==> config.mk <==
export PLATFORM = sky130hd
export DESIGN_NAME = e1_rx_info_sync_status
export DESIGN_NICKNAME = d
export VERILOG_FILES = /design/src/e1_rx_info_pkg.sv /design/src/event_sync.sv /design/src/e1_rx_info_sync_status.sv
export SDC_FILE = /design/constraint.sdc
export NUM_CORES = 1
export LEC_CHECK = 0
export BUFFER_PORTS_ARGS = -buffer_cell sky130_fd_sc_hd__buf_4
export CORE_MARGIN = 4
export CORE_UTILIZATION = 50
export CTS_BUF_LIST = sky130_fd_sc_hd__clkbuf_16
export CTS_CLUSTER_DIAMETER = 40
export DETAILED_ROUTE_END_ITERATION = 8
export HOLD_SLACK_MARGIN = 0.1
export PLACE_DENSITY = 0.73
export SLEW_MARGIN = 5
export SYNTH_ARGS = -nofsm -noshare
export SYNTH_HDL_FRONTEND = slang
export SYNTH_SLANG_ARGS = --single-unit
==> constraint.sdc <==
create_clock -name clk_sys -period 4.7 [get_ports clk_sys]
set_input_delay 0.94 -clock clk_sys [delete_from_list [all_inputs] [get_ports clk_sys]]
set_output_delay 0.94 -clock clk_sys [all_outputs]
set_load 0.05 [all_outputs]
==> src/e1_rx_info_pkg.sv <==
// constants shared by the receive information and synchronizer status block
package e1_rx_info_pkg;
	// register offsets on the parallel control port
	localparam logic [7:0] FLAGS_OFFSET = 8'h08;
	localparam logic [7:0] STATUS_OFFSET = 8'h1e;
	// receive_information_flags bit positions
	localparam int TX_FULL_BIT = 7;
	localparam int TX_EMPTY_BIT = 6;
	localparam int JIT_LIMIT_BIT = 5;
	localparam int RX_FULL_BIT = 4;
	localparam int RX_EMPTY_BIT = 3;
	localparam int CRC_RESYNC_BIT = 2;
	localparam int FAS_RESYNC_BIT = 1;
	localparam int CAS_RESYNC_BIT = 0;
	// reset values
	localparam logic [7:0] FLAGS_RESET = 8'h00;
	localparam logic [7:0] RDATA_RESET = 8'h00;
	localparam logic [5:0] SYNC_COUNT_RESET = 6'h00;
	// jitter attenuator trips this many bit positions short of its limit
	localparam int JIT_LIMIT_MARGIN_BITS = 4;
	// crc-4 resync window: 915 errored out of 1000 codewords
	localparam logic [9:0] CRC_WINDOW = 10'h03e8;
	localparam logic [9:0] CRC_ERR_LIMIT = 10'h0393;
	// consecutive errored alignment words for fas and cas resync
	localparam logic [1:0] FAS_ERR_RUN = 2'h3;
	localparam logic [1:0] CAS_ERR_RUN = 2'h2;
	// crc-4 multiframe search timeout, counted by the framer
	localparam int CRC_SEARCH_TIMEOUT_MS = 8;
	// index of each source in the synchroniser bank
	localparam int SRC_TX_FULL = 0;
	localparam int SRC_TX_EMPTY = 1;
	localparam int SRC_JIT_LIMIT = 2;
	localparam int SRC_RX_FULL = 3;
	localparam int SRC_RX_EMPTY = 4;
	localparam int SRC_CRC_WORD = 5;
	localparam int SRC_CRC_ERR = 6;
	localparam int SRC_FAS_WORD = 7;
	localparam int SRC_FAS_ERR = 8;
	localparam int SRC_CAS_WORD = 9;
	localparam int SRC_CAS_ERR = 10;
	localparam int SRC_CRC_TIMEOUT = 11;
	localparam int SRC_CRC_LOCKED = 12;
	localparam int SRC_CRC4_ENABLE = 13;
	localparam int SRC_FAS_SEARCH = 14;
	localparam int SRC_CAS_SEARCH = 15;
	localparam int SRC_CRC_SEARCH = 16;
	localparam int SRC_COUNT = 17;
endpackage

==> src/event_sync.sv <==
// two-flop synchroniser with change detection for one foreign-domain source
`timescale 1ns/1ps
module event_sync (
	input wire logic clk_sys,
	input wire logic rst_b,
	input wire logic async_in,
	output logic level,
	output logic change
);
	typedef struct packed {
		logic meta;
		logic stable;
		logic prev;
	} sync_state_t;

	sync_state_t st;
	sync_state_t next_st;

	// meta feeds only stable; edge logic looks at stable and prev
	always_comb begin
		next_st = st;
		next_st.meta = async_in;
		next_st.stable = st.meta;
		next_st.prev = st.stable;
	end

	always_ff @(posedge clk_sys or negedge rst_b) begin
		if (!rst_b) begin
			st <= '0;
		end else begin
			st <= next_st;
		end
	end

	assign level = st.stable;
	assign change = st.stable ^ st.prev; // toggle sources give one pulse per event
endmodule // event_sync

==> src/e1_rx_info_sync_status.sv <==
// receive information flags and synchronizer live status registers
// How it works
// RL1 - tx slip buffer overflow sets bit 7
// RL2 - tx slip buffer underflow sets bit 6
// RL3 - jitter fifo near limit sets bit 5
// RL4 - rx slip buffer overflow sets bit 4
// RL5 - rx slip buffer underflow sets bit 3
// RL6 - 915 of 1000 crc words errored sets bit 2
// RL7 - three errored fas words set bit 1
// RL8 - fas re-search during crc resync sets bit 1
// RL9 - two errored cas words set bit 0
// RL10 - sync counter bits 5,4,3,2,0 in status 7..3
// RL11 - fas search active shown live in bit 2
// RL12 - cas search active shown live in bit 1
// RL13 - crc search active shown live in bit 0
// RL14 - flags latch until cleared by a mask write, set again on recurrence
// RL15 - mask write refreshes and clears only ones
// RL16 - status register is live, read-only, no mask
// RL17 - counter counts timeouts, clears on lock/disable, wraps
// RL18 - every source synchronised, flag events never lost; a timeout coincident with a counter clear is dropped
`timescale 1ns/1ps
module e1_rx_info_sync_status (
	input wire logic clk_sys,
	input wire logic rst_b,
	input wire logic [7:0] addr,
	input wire logic wr_en,
	input wire logic [7:0] wr_data,
	input wire logic rd_en,
	output logic [7:0] rd_data,
	output logic rd_valid,
	input wire logic tx_slip_buffer_full,
	input wire logic tx_slip_buffer_empty,
	input wire logic jitter_fifo_limit_trip,
	input wire logic rx_slip_buffer_full,
	input wire logic rx_slip_buffer_empty,
	input wire logic crc_word_toggle,
	input wire logic crc_word_errored,
	input wire logic fas_word_toggle,
	input wire logic fas_word_errored,
	input wire logic cas_word_toggle,
	input wire logic cas_word_errored,
	input wire logic crc_search_timeout,
	input wire logic crc_sync_locked,
	input wire logic crc4_mode_enable,
	input wire logic frame_align_search_active,
	input wire logic signaling_mf_search_active,
	input wire logic crc_mf_search_active
);
	typedef struct packed {
		logic [7:0] flags;
		logic [7:0] snap;
		logic [7:0] rd_data;
		logic rd_valid;
		logic [9:0] word_cnt;
		logic [9:0] err_cnt;
		logic [1:0] fas_run;
		logic [1:0] cas_run;
		logic [5:0] sync_count;
		logic fas_search_prev;
	} info_state_t;

	info_state_t st;
	info_state_t next_st;
	logic [e1_rx_info_pkg::SRC_COUNT-1:0] raw;
	logic [e1_rx_info_pkg::SRC_COUNT-1:0] lvl;
	logic [e1_rx_info_pkg::SRC_COUNT-1:0] pulse;
	logic [7:0] live_status;

	// event sources toggle once per event; qualifiers are held stable around the toggle
	assign raw = {crc_mf_search_active, signaling_mf_search_active, frame_align_search_active,
		crc4_mode_enable, crc_sync_locked, crc_search_timeout, cas_word_errored, cas_word_toggle,
		fas_word_errored, fas_word_toggle, crc_word_errored, crc_word_toggle, rx_slip_buffer_empty,
		rx_slip_buffer_full, jitter_fifo_limit_trip, tx_slip_buffer_empty, tx_slip_buffer_full};

	// every foreign source crosses through its own two flops
	genvar gi;
	generate
		for (gi = 0; gi < e1_rx_info_pkg::SRC_COUNT; gi++) begin : g_sync
			event_sync u_sync ( // RL18
				.clk_sys(clk_sys),
				.rst_b(rst_b),
				.async_in(raw[gi]),
				.level(lvl[gi]),
				.change(pulse[gi])
			);
		end
	endgenerate

	// live view; counter bit 1 is deliberately not visible
	assign live_status = {st.sync_count[5:2], st.sync_count[0], // RL10
		lvl[e1_rx_info_pkg::SRC_FAS_SEARCH], // RL11
		lvl[e1_rx_info_pkg::SRC_CAS_SEARCH], // RL12
		lvl[e1_rx_info_pkg::SRC_CRC_SEARCH]}; // RL13

	// one address compare shared by the mask write and the read mux
	function automatic logic addr_hit(input logic [7:0] a, input logic [7:0] offset);
		return a == offset;
	endfunction

	// all register and detector updates
	always_comb begin
		logic [7:0] ev;
		ev = 8'h00;
		next_st = st;
		next_st.rd_valid = 1'b0;
		// slip buffer and jitter events; margin judged inside the attenuator
		ev[e1_rx_info_pkg::TX_FULL_BIT] = pulse[e1_rx_info_pkg::SRC_TX_FULL]; // RL1
		ev[e1_rx_info_pkg::TX_EMPTY_BIT] = pulse[e1_rx_info_pkg::SRC_TX_EMPTY]; // RL2
		ev[e1_rx_info_pkg::JIT_LIMIT_BIT] = pulse[e1_rx_info_pkg::SRC_JIT_LIMIT]; // RL3
		ev[e1_rx_info_pkg::RX_FULL_BIT] = pulse[e1_rx_info_pkg::SRC_RX_FULL]; // RL4
		ev[e1_rx_info_pkg::RX_EMPTY_BIT] = pulse[e1_rx_info_pkg::SRC_RX_EMPTY]; // RL5
		// crc-4 window: fixed blocks of 1000 words, flag once when errors reach 915
		if (pulse[e1_rx_info_pkg::SRC_CRC_WORD]) begin
			if (lvl[e1_rx_info_pkg::SRC_CRC_ERR] && st.err_cnt == e1_rx_info_pkg::CRC_ERR_LIMIT - 10'h001) begin
				ev[e1_rx_info_pkg::CRC_RESYNC_BIT] = 1'b1; // RL6
			end
			if (st.word_cnt == e1_rx_info_pkg::CRC_WINDOW - 10'h001) begin
				next_st.word_cnt = 10'h000;
				next_st.err_cnt = 10'h000;
			end else begin
				next_st.word_cnt = st.word_cnt + 10'h001;
				next_st.err_cnt = st.err_cnt + {9'h000, lvl[e1_rx_info_pkg::SRC_CRC_ERR]};
			end
		end
		// fas run of errored words; restarts after each trip
		if (pulse[e1_rx_info_pkg::SRC_FAS_WORD]) begin
			if (!lvl[e1_rx_info_pkg::SRC_FAS_ERR]) begin
				next_st.fas_run = 2'h0;
			end else if (st.fas_run == e1_rx_info_pkg::FAS_ERR_RUN - 2'h1) begin
				ev[e1_rx_info_pkg::FAS_RESYNC_BIT] = 1'b1; // RL7
				next_st.fas_run = 2'h0;
			end else begin
				next_st.fas_run = st.fas_run + 2'h1;
			end
		end
		// fas hunt restarting while crc resync runs means it locked to an emulator
		if (lvl[e1_rx_info_pkg::SRC_FAS_SEARCH] && !st.fas_search_prev
			&& lvl[e1_rx_info_pkg::SRC_CRC_SEARCH]) begin
			ev[e1_rx_info_pkg::FAS_RESYNC_BIT] = 1'b1; // RL8
		end
		next_st.fas_search_prev = lvl[e1_rx_info_pkg::SRC_FAS_SEARCH];
		// cas multiframe run of errored words
		if (pulse[e1_rx_info_pkg::SRC_CAS_WORD]) begin
			if (!lvl[e1_rx_info_pkg::SRC_CAS_ERR]) begin
				next_st.cas_run = 2'h0;
			end else if (st.cas_run == e1_rx_info_pkg::CAS_ERR_RUN - 2'h1) begin
				ev[e1_rx_info_pkg::CAS_RESYNC_BIT] = 1'b1; // RL9
				next_st.cas_run = 2'h0;
			end else begin
				next_st.cas_run = st.cas_run + 2'h1;
			end
		end
		// sync counter: clear has priority over a coincident timeout
		if (!lvl[e1_rx_info_pkg::SRC_CRC4_ENABLE] || pulse[e1_rx_info_pkg::SRC_CRC_LOCKED]) begin
			next_st.sync_count = e1_rx_info_pkg::SYNC_COUNT_RESET; // RL17
		end else if (pulse[e1_rx_info_pkg::SRC_CRC_TIMEOUT]) begin
			next_st.sync_count = st.sync_count + 6'h01; // RL17
		end
		// mask write: ones refresh the read copy and clear; a new event always wins
		if (wr_en && addr_hit(addr, e1_rx_info_pkg::FLAGS_OFFSET)) begin
			next_st.snap = (wr_data & st.flags) | (~wr_data & st.snap); // RL15
			next_st.flags = (st.flags & ~wr_data) | ev; // RL14
		end else begin
			next_st.flags = st.flags | ev; // RL14
		end
		// reads answer one cycle later; unmapped addresses read zero
		if (rd_en) begin
			next_st.rd_valid = 1'b1;
			if (addr_hit(addr, e1_rx_info_pkg::FLAGS_OFFSET)) begin
				next_st.rd_data = st.snap;
			end else if (addr_hit(addr, e1_rx_info_pkg::STATUS_OFFSET)) begin
				next_st.rd_data = live_status; // RL16
			end else begin
				next_st.rd_data = e1_rx_info_pkg::RDATA_RESET;
			end
		end
	end

	always_ff @(posedge clk_sys or negedge rst_b) begin
		if (!rst_b) begin
			st <= '0;
		end else begin
			st <= next_st;
		end
	end

	assign rd_data = st.rd_data;
	assign rd_valid = st.rd_valid;
endmodule // e1_rx_info_sync_status

==> impl_metrics.toml, run 1 <==
[status]
status = "finished, final reports clean"

[min_path]
hold_class = "reg -> reg"

[grt]
antenna_found_initial = 0
grt_pass1_vias = 2392
track_usage_pct = 16.20
grt_pass1_wl_um = 11180
overflow = 0
grt_max_degree = 70

[floorplan]
die_y_um = 95.05
num_rows = 31
core_um2 = 7292
die_w_um = 95.05
die_area_um2 = 9034
io_pins = 46
start_util_pct = 51.96

[synth]
ys_ff_latch = 100
netlist_area_um2 = 3789
yosys.area.top_type_share_pct = 66.05
ys_types = 45
netlist_instances = 290
yosys_warnings = 0
synth_area_leaders = "dfrtp_1, xor2_1, nand2_1, mux2_1, xnor2_1"
postSynthAreaPerCell_um2 = 13.06
yosysSeqAreaShare_pct = 66.05
synth_largest_area_cell = "dfrtp_1"
synth_nets = 331

[cells_and_area]
drive_gt1_share_pct = 20.29
diodes = 0
multi_input_area_um2 = 1180
seqCellArea_um2 = 2502
final_cell_mix = "dfrtp_1, buf_4, nand2_1"
final_common_cell = "dfrtp_1"
syn_to_final_growth_pct = 18.69
fin_nets = 376
nFillCells = 582

[detailed_routing]
ant_nets = 0
vias = 2343
wl_per_cell_um = 14.78
vias_per_cell = 5.337
wl_um = 6489
drt_pass1_iterations = 4
drt_iter0_drc = 72
drc = 0

[clocking]
cts_buffers = 9
cts-root-buf = "clkbuf_16"
cts_resized = 0
clk_latency_ns = 0.33
cts_setup_buffers = 0
clk_pin_slew_worst_paths_ns = 0.07
clock_sinks = 100
holdBufCountCts = 0
h-tree-depth = 3
cts_tree = "done"
cts.path.max_buffers = 2

[power]
power.total_mw = 1.948
power_density_nw_per_um2 = 433.3
p_leak_nw = 2.025
ir_drop_mv = 0.2631

[setup_path]
critPathArrivalTime_ns = 2.40
worst-setup-path-type = "in -> reg"
critPathCaptureType = "flip-flop"
required_ns = 4.91
cp-start-kind = "input port"
crit_fanout = 9

[timing]
final.min_clock_period_ns = 2.195
timing_worst_slew_pin_value_ns = 0.8419
tns_ns = 0
holdWs_ns = 0.3426
slew_violations = 0
finalCritPeriodShare_pct = 46.70
max_freq_mhz = 455.6
final-hold-violation-count = 0
final.setup_skew_ns = 0.006322
slew_headroom_pct = 43.60
rsz0062_at_grt = "no"
setup_viol = 0

[placement]
dp_hpwl_um = 4373
place_congestion = 0.7660
io_buffers = 45

[flow_run]
cap_violations = 0
[flip-flops by register name, summed over array words and instances (netlist names), named ones only]
register,cells
g_sync.u_sync.level,17
g_sync.u_sync.next_st,17
g_sync.u_sync.st,10
live_status,5
rd_data,8
rd_valid,1
st,34
[through the flow]
step                      cells  setup slack, ns  utilization [%]  area, um2
final                       439            2.505            61.67       4497
after global placement      423            2.220            57.34       4182
after floorplan             290            2.577                -       3789
after CTS                   439            2.463            61.67       4497
after global routing        439            2.409            61.67       4497
after detailed placement    423            2.132            57.34       4182
[power by group]
| group | switching (mW) | total, mW | internal, mW | leakage (nW) |
|---|---|---|---|---|
| Combinational | 0.0932 | 0.178 | 0.0853 | 0.648 |
| Clock | 0.301 | 0.765 | 0.464 | 0.157 |
| Sequential | 0.0706 | 1.01 | 0.934 | 1.22 |
| Total | 0.464 | 1.95 | 1.48 | 2.02 |
[cells in the mapped netlist (all sizes together)]
| cell | count |
|---|---|
| buf | 10 |
| nand4 | 6 |
| a21oi | 1 |
| and4b | 1 |
| nor3 | 8 |
| o311ai | 3 |
| o31ai | 3 |
| inv | 8 |
| or3b | 1 |
| o21a | 1 |
| a22oi | 8 |
| nor2 | 15 |
| nor4bb | 2 |
| a21o | 8 |
| nand3 | 11 |
| mux2i | 1 |
| and3 | 5 |
| and2 | 1 |
| o22ai | 8 |
| nand3b | 1 |
| xor2 | 14 |
| a221o | 1 |
| nor2b | 1 |
| mux2 | 10 |
| xnor2 | 9 |
| o21ai | 6 |
| clkbuf | 2 |
| nor3b | 1 |
| nor4 | 4 |
| or3 | 3 |
| nor4b | 2 |
| nand2 | 27 |
| dfrtp | 100 |
| a32o | 1 |
| a22o | 3 |
| ha | 4 |
[worst max-delay path, cell delays in order]
cell     delay, ns
buf_4         0.12
nor3_4        0.36
and4b_1       0.49
nand2_1       0.15
mux2_1        0.34
[cell type report]
type	instances	share of cell area, %
Tap cell	99	2.755
Sequential cell	100	55.65
Clock inverter	7	2.003
Inverter	8	0.6678
Clock buffer	9	5.008
Multi-Input combinational cell	170	26.24
Timing Repair Buffer	46	7.679
[final timing paths]
kind / start / end / slack [ns] / depth (start not counted)
min in group asynchronous: rst_b / st[9] / 0.71 / 1
max in group asynchronous: rst_b / g_sync[0].u_sync.next_st[1] / 3.06 / 2
worst min register to register: g_sync[7].u_sync.next_st[1] / g_sync[7].u_sync.level / 0.34 / 0
worst max-delay path: addr[1] / flip-flop / 2.50 / 5
worst min-delay path: g_sync[7].u_sync.next_st[1] / g_sync[7].u_sync.level / 0.34 / 0
worst max register to register: g_sync[5].u_sync.level / st[30] / 2.86 / 4
[kinds of logic (layout without fill, tap and decap cells)]
| kind of cell | count (synthesis) | count (layout) | synth area share (%) |
|---|---|---|---|
| DFF | 100 | 100 | 66.05 |
| and+or+nand+nor | 89 | 89 | 12.62 |
| AOI/OAI and AO/OA | 43 | 43 | 8.256 |
| xor gates and xnor gates | 23 | 23 | 5.714 |
| buffers and inverters | 20 | 70 | 2.807 |
| muxes | 11 | 11 | 3.237 |
| adders and majority gates | 4 | 4 | 1.321 |
[layer usage]
metal | wire length [um] | up-vias | part of all wire [%] | GRT usage, %
li1 | - | 1106 | - | -
met1 | 2710 | 1172 | 42 | 20.03
met2 | 3295 | 58 | 51 | 27.54
met3 | 397 | 7 | 6.1 | 4.972
met4 | 86 | 0 | 1.3 | 4.688
met5 | 0 | - | 0 | 0
(Power assumes the default switching activity.)
==> run 2: changes to the inputs <==
==> constraint.sdc (replaced) <==
create_clock -name clk_sys -period 2.1 [get_ports clk_sys]
set_input_delay 0.42 -clock clk_sys [delete_from_list [all_inputs] [get_ports clk_sys]]
set_output_delay 0.42 -clock clk_sys [all_outputs]
set_load 0.05 [all_outputs]
==> impl_metrics.toml, run 2 (same netlist as run 1, synthesis figures left out) <==
[status]
status = "finished, final reports clean"

[detailed_routing]
drt_pass1_iterations = 4
drc = 0
ant_nets = 0
wl_um = 6194
wl_per_cell_um = 13.92
vias_per_cell = 5.211
vias = 2319
drt_iter0_drc = 96

[grt]
grt_max_degree = 67
grt_pass1_vias = 2314
track_usage_pct = 15.33
grt_pass1_wl_um = 10580
overflow = 0
antenna_found_initial = 0

[clocking]
cts_setup_buffers = 0
clk_pin_slew_worst_paths_ns = 0.07
clk_latency_ns = 0.34
cts_buffers = 9
cts.path.max_buffers = 2
cts_tree = "done"
h-tree-depth = 3
cts-root-buf = "clkbuf_16"
clock_sinks = 100

[setup_path]
worst-path-buf-inv = 0
crit_start = "st[25]"
required_ns = 2.33
slowest_stage = "o31ai_2"
cp-endpoint = "st[13]"
critPathCaptureType = "flip-flop"
critPathArrivalTime_ns = 1.96
r2r_slack_ns = 0.37
crit_fanout = 7
worstReg2RegEnd = "st[13]"
cp-start-kind = "flip-flop"
reg2regPathDepth = 4
critPathTopFamily = "compound AO/OA/AOI/OAI gates"
reg2reg_from = "st[25]"
cpPeakStageDelay_ns = 0.50
worstPathCellList = "or3b_4, o31ai_2, nor3b_1, a21o_1"
worst-setup-path-type = "reg -> reg"
path_depth = 4

[cells_and_area]
seqCellArea_um2 = 2502
final_area_um2 = 4578
post-route-util_pct = 62.78
fin_cells = 445
multi_input_area_um2 = 1180
drive_gt1_share_pct = 21.68
diodes = 0
final_cell_mix = "dfrtp_1, buf_4, nand2_1"
final_common_cell = "dfrtp_1"
fin_nets = 382
nFillCells = 566
syn_to_final_growth_pct = 20.84
top_register = "st"
largest_reg_flops = 34

[floorplan]
start_util_pct = 51.96
io_pins = 46
core_um2 = 7292
die_y_um = 95.05
die_area_um2 = 9034
die_w_um = 95.05
num_rows = 31

[flow_run]
cap_violations = 0

[timing]
final-hold-violation-count = 0
setup_viol = 0
timing_worst_slew_pin_value_ns = 0.5323
holdWs_ns = 0.1828
final.setup_skew_ns = 0.005213
slew_violations = 0
worst_slack_ns = 0.3699
finalCritPeriodShare_pct = 82.38
max_freq_mhz = 578.0
rsz0062_at_grt = "no"
slew_headroom_pct = 64.30
tns_ns = 0
final.min_clock_period_ns = 1.730

[placement]
dpl-instance-area_um2 = 4232
dp.cells = 428
dp_hpwl_um = 4335
place_ws_ns = 0.2450
io_buffers = 45
place_congestion = 0.7733

[min_path]
hold_depth = 1
hold_class = "in -> reg"

[power]
power.total_mw = 4.431
ir_drop_mv = 0.5410
power_density_nw_per_um2 = 967.9
p_leak_nw = 2.059
## run 2: layer usage
layer / up-vias / GRT usage [%] / part of all wire (%)
met1: 1147 / 19.04 / 43
li1: 1122 / - / -
met5: - / 0 / 0
met4: 0 / 5.048 / 0.77
met3: 5 / 5.367 / 6.1
met2: 45 / 25.19 / 50
## run 2: worst min path at each step
stage / from / endpoint / slack (ns)
2_1_floorplan: rst_b / async pin / 0.12
3_3_place_gp: rst_b / g_sync[8].u_sync.level / 0.28
3_5_place_dp: rst_b / g_sync[8].u_sync.level / 0.28
4_1_cts: fas_word_toggle / g_sync[7].u_sync.next_st[1] / 0.17
5_1_grt: fas_word_errored / g_sync[8].u_sync.next_st[1] / 0.16
6_report: fas_word_toggle / g_sync[7].u_sync.next_st[1] / 0.18
## run 2: what timing repair did
item / 4_1_cts / 5_1_grt
hold endpoints to repair: 11 / 0
hold buffers: 1 / 0
gates resized for setup: 0 / 0
## run 2: report_power, final
| part | internal, mW | leakage, nW | switching (mW) |
|---|---|---|---|
| combinational | 0.199 | 0.682 | 0.207 |
| sequential | 2.09 | 1.22 | 0.151 |
| clock | 1.06 | 0.157 | 0.720 |
## run 2: layout make-up
| class | instances | area share, % |
|---|---|---|
| sequential | 100 | 54.66 |
| multi-input combinational | 170 | 25.77 |
| timing repair buffer | 52 | 8.855 |
| clock buffer | 9 | 4.919 |
| tap | 99 | 2.706 |
| clock inverter | 7 | 2.432 |
| inverter | 8 | 0.6559 |
==> run 3: changes to the inputs <==
--- a/config.mk
+++ b/config.mk
@@ -5,6 +5,7 @@
 export SDC_FILE = /design/constraint.sdc
 export NUM_CORES = 1
 export LEC_CHECK = 0
+export ABC_AREA = 1
 export BUFFER_PORTS_ARGS = -buffer_cell sky130_fd_sc_hd__buf_4
 export CORE_MARGIN = 4
 export CORE_UTILIZATION = 50
@@ -12,7 +13,7 @@
 export CTS_CLUSTER_DIAMETER = 40
 export DETAILED_ROUTE_END_ITERATION = 8
 export HOLD_SLACK_MARGIN = 0.1
-export PLACE_DENSITY = 0.73
+export PLACE_DENSITY = 0.75
 export SLEW_MARGIN = 5
 export SYNTH_ARGS = -nofsm -noshare
 export SYNTH_HDL_FRONTEND = slang
==> constraint.sdc (replaced) <==
create_clock -name clk_sys -period 1.5 [get_ports clk_sys]
set_input_delay 0.3 -clock clk_sys [delete_from_list [all_inputs] [get_ports clk_sys]]
set_output_delay 0.3 -clock clk_sys [all_outputs]
set_load 0.05 [all_outputs]
==> impl_metrics.toml, run 3 <==
[setup_path]
cpPeakStageDelay_ns = 0.37
slowest_stage = "dfrtp_1"
worstPathCellList = "ha_1, nand2_1, nor2_2, nand3_2, nor2_4, inv_2, nand2_1, nor2_1"
required_ns = 1.72
critPathArrivalTime_ns = 1.61
crit_fanout = 6
worst-setup-path-type = "reg -> reg"
crit_top_cell = "nand2_1"
crit_start = "st[22]"
cp-start-kind = "flip-flop"
critPathCaptureType = "flip-flop"
reg2reg_from = "st[22]"

[synth]
postSynthAreaPerCell_um2 = 9.162
netlist_area_um2 = 4150
yosys.area.top_type_share_pct = 60.30
synth_top_family_by_area = "simple AND/OR/NAND/NOR gates"
synth_area_leaders = "dfrtp_1, nand2_1, nand3_1, inv_1, nor2_1"
synthXorXnorAreaFrac_pct = 2.321
synth_compound_area_share_pct = 2.321
ys.flop_type = "dfrtp_1"
yosys-top-cells-count = "nand2_1, dfrtp_1, nand3_1"
synthMuxAreaShare_pct = 0
yosysSeqAreaShare_pct = 60.30
yosys_warnings = 0
synth_nets = 494
synthSimpleGateAreaFrac_pct = 27.43
netlist_instances = 453
yosysMostFrequentCell = "nand2_1"
synth_edf_count = 0
ys_ff_latch = 100
ys_types = 31
ys_async_sr_fraction_pct = 100.0
synth_largest_area_cell = "dfrtp_1"
yosys.area_share.adder_pct = 1.206

[clocking]
clk_latency_ns = 0.33
clock_sinks = 100
clk_pin_slew_worst_paths_ns = 0.06
cts_tree = "done"
h-tree-depth = 3
cts-root-buf = "clkbuf_16"
cts_buffers = 9
cts.path.max_buffers = 2

[detailed_routing]
vias_per_cell = 4.887
ant_nets = 0
wl_um = 7594
vias = 3079
drt_iter0_drc = 102
drt_pass1_iterations = 4
drc = 0
wl_per_cell_um = 12.05

[power]
p_leak_nw = 2.624
power.total_mw = 5.944
power_density_nw_per_um2 = 1165
ir_drop_mv = 0.7138

[grt]
use_met1_pct = 19.91
antenna_found_initial = 0
grt_pass1_vias = 3020
overflow = 0
top_usage_layer = "met2"
gr-usage-met2_pct = 28.56
track_usage_pct = 16.48
grt_max_degree = 33
grt_pass1_wl_um = 13010
met3_usage_pct = 4.418

[flow_run]
cap_violations = 0

[placement]
io_buffers = 45
dp_hpwl_um = 5381
dpl-instance-area_um2 = 4626
place_congestion = 0.8447

[floorplan]
io_pins = 46
die_w_um = 99.11
die_area_um2 = 9822
die_y_um = 99.11
num_rows = 32
start_util_pct = 52.62
core_um2 = 7888

[cells_and_area]
fin_nets = 566
top_register = "st"
seqCellArea_um2 = 2502
drive_gt1_share_pct = 16.48
largest_reg_flops = 34
final_area_um2 = 5101
multi_input_area_um2 = 1389
nFillCells = 632
final_common_cell = "nand2_1"
syn_to_final_growth_pct = 22.91
diodes = 0
final_cell_mix = "nand2_1, dfrtp_1, buf_4"

[min_path]
hold_class = "in -> reg"
min_from = "rd_en"

[timing]
setup_viol = 0
final-hold-violation-count = 0
tns_ns = 0
finalCritPeriodShare_pct = 92.57
final.setup_skew_ns = 0.004389
max_freq_mhz = 720.2
final.min_clock_period_ns = 1.389
timing_worst_slew_pin_value_ns = 0.4718
slew_headroom_pct = 68.37
slew_violations = 0
rsz0062_at_grt = "no"

[status]
status = "finished, final reports clean"
run 3: changes by cell type in the layout (fill, tap and decap cells not counted), sizes merged, moves of 9 or more:
cell         before  now
nand2            27  153
inv               9   48
nand3            11   48
nor2             15   41
dlygate4sd3       1   18
mux2             10    0
xor2             14    5
run 3: logic make-up (layout without fill, tap and decap cells):
logic type | after synthesis | after routing
fa+ha+maj | 4 | 4
compound gates | 18 | 18
flops | 100 | 100
buf+inv | 60 | 135
xor+xnor | 11 | 11
simple gates | 260 | 260
run 3: metal layers:
metal  part of all wire (%)  up-vias  wire (um)
met2                     51       53       3873
met1                     43     1450       3233
met4                    2.1        0        160
met3                    4.3       16        326
met5                      0        -          0
li1                       -     1560          -
run 3: path summary, 6_finish.rpt:
check | to | slack (ns) | depth (start not counted)
worst max register to register | st[26] | 0.11 | 8
min in group asynchronous | g_sync[12].u_sync.level | 0.45 | 2
max in group asynchronous | g_sync[9].u_sync.st[0] | 0.53 | 3
worst min-delay path | rd_valid | 0.15 | 1
worst max-delay path | st[26] | 0.11 | 8
worst min register to register | g_sync[3].u_sync.level | 0.34 | 0
run 3: report_power, final:
part | switching, mW | internal, mW | total [mW]
clock | 0.921 | 1.27 | 2.19
combinational | 0.361 | 0.285 | 0.647
sequential | 0.199 | 2.91 | 3.11
total | 1.48 | 4.46 | 5.94
run 3: cell type report:
| type | count | area share [%] |
|---|---|---|
| clock buffers | 9 | 4.415 |
| clock inverters | 5 | 1.079 |
| inverters | 47 | 3.458 |
| multi-input cells | 293 | 27.23 |
| flip-flops and latches | 100 | 49.06 |
| well taps | 102 | 2.502 |
| repair buffers | 74 | 12.26 |
run 3: what timing repair did:
item | CTS | global route
hold buffers | 18 | 0
setup buffers | 0 | 1
endpoints found under the setup margin | 0 | 7
gates resized for setup | 0 | 2
endpoints found under the hold margin | 44 | 0
run 3: critical path, delay by kind of cell, from the launching register on:
kind / cells / cell delay, ns
AND/OR/NAND/NOR: 6 / 0.67
flip-flops: 1 / 0.37
adder cells (fa/ha/maj): 1 / 0.19
buffers and inverters: 1 / 0.05
run 3: through the flow:
| step | util, % | setup slack (ns) | hold slack, ns | cells |
|---|---|---|---|---|
| 2_1_floorplan | - | 0.2118 | 0.004409 | 453 |
| 3_3_place_gp | 58.65 | 0.1316 | 0.2667 | 597 |
| 3_5_place_dp | 58.65 | 0.06176 | 0.2802 | 597 |
| 4_1_cts | 64.48 | 0.02337 | 0.1327 | 629 |
| 5_1_grt | 64.67 | 0.002797 | 0.1425 | 630 |
| 6_report | 64.67 | 0.1114 | 0.1497 | 630 |
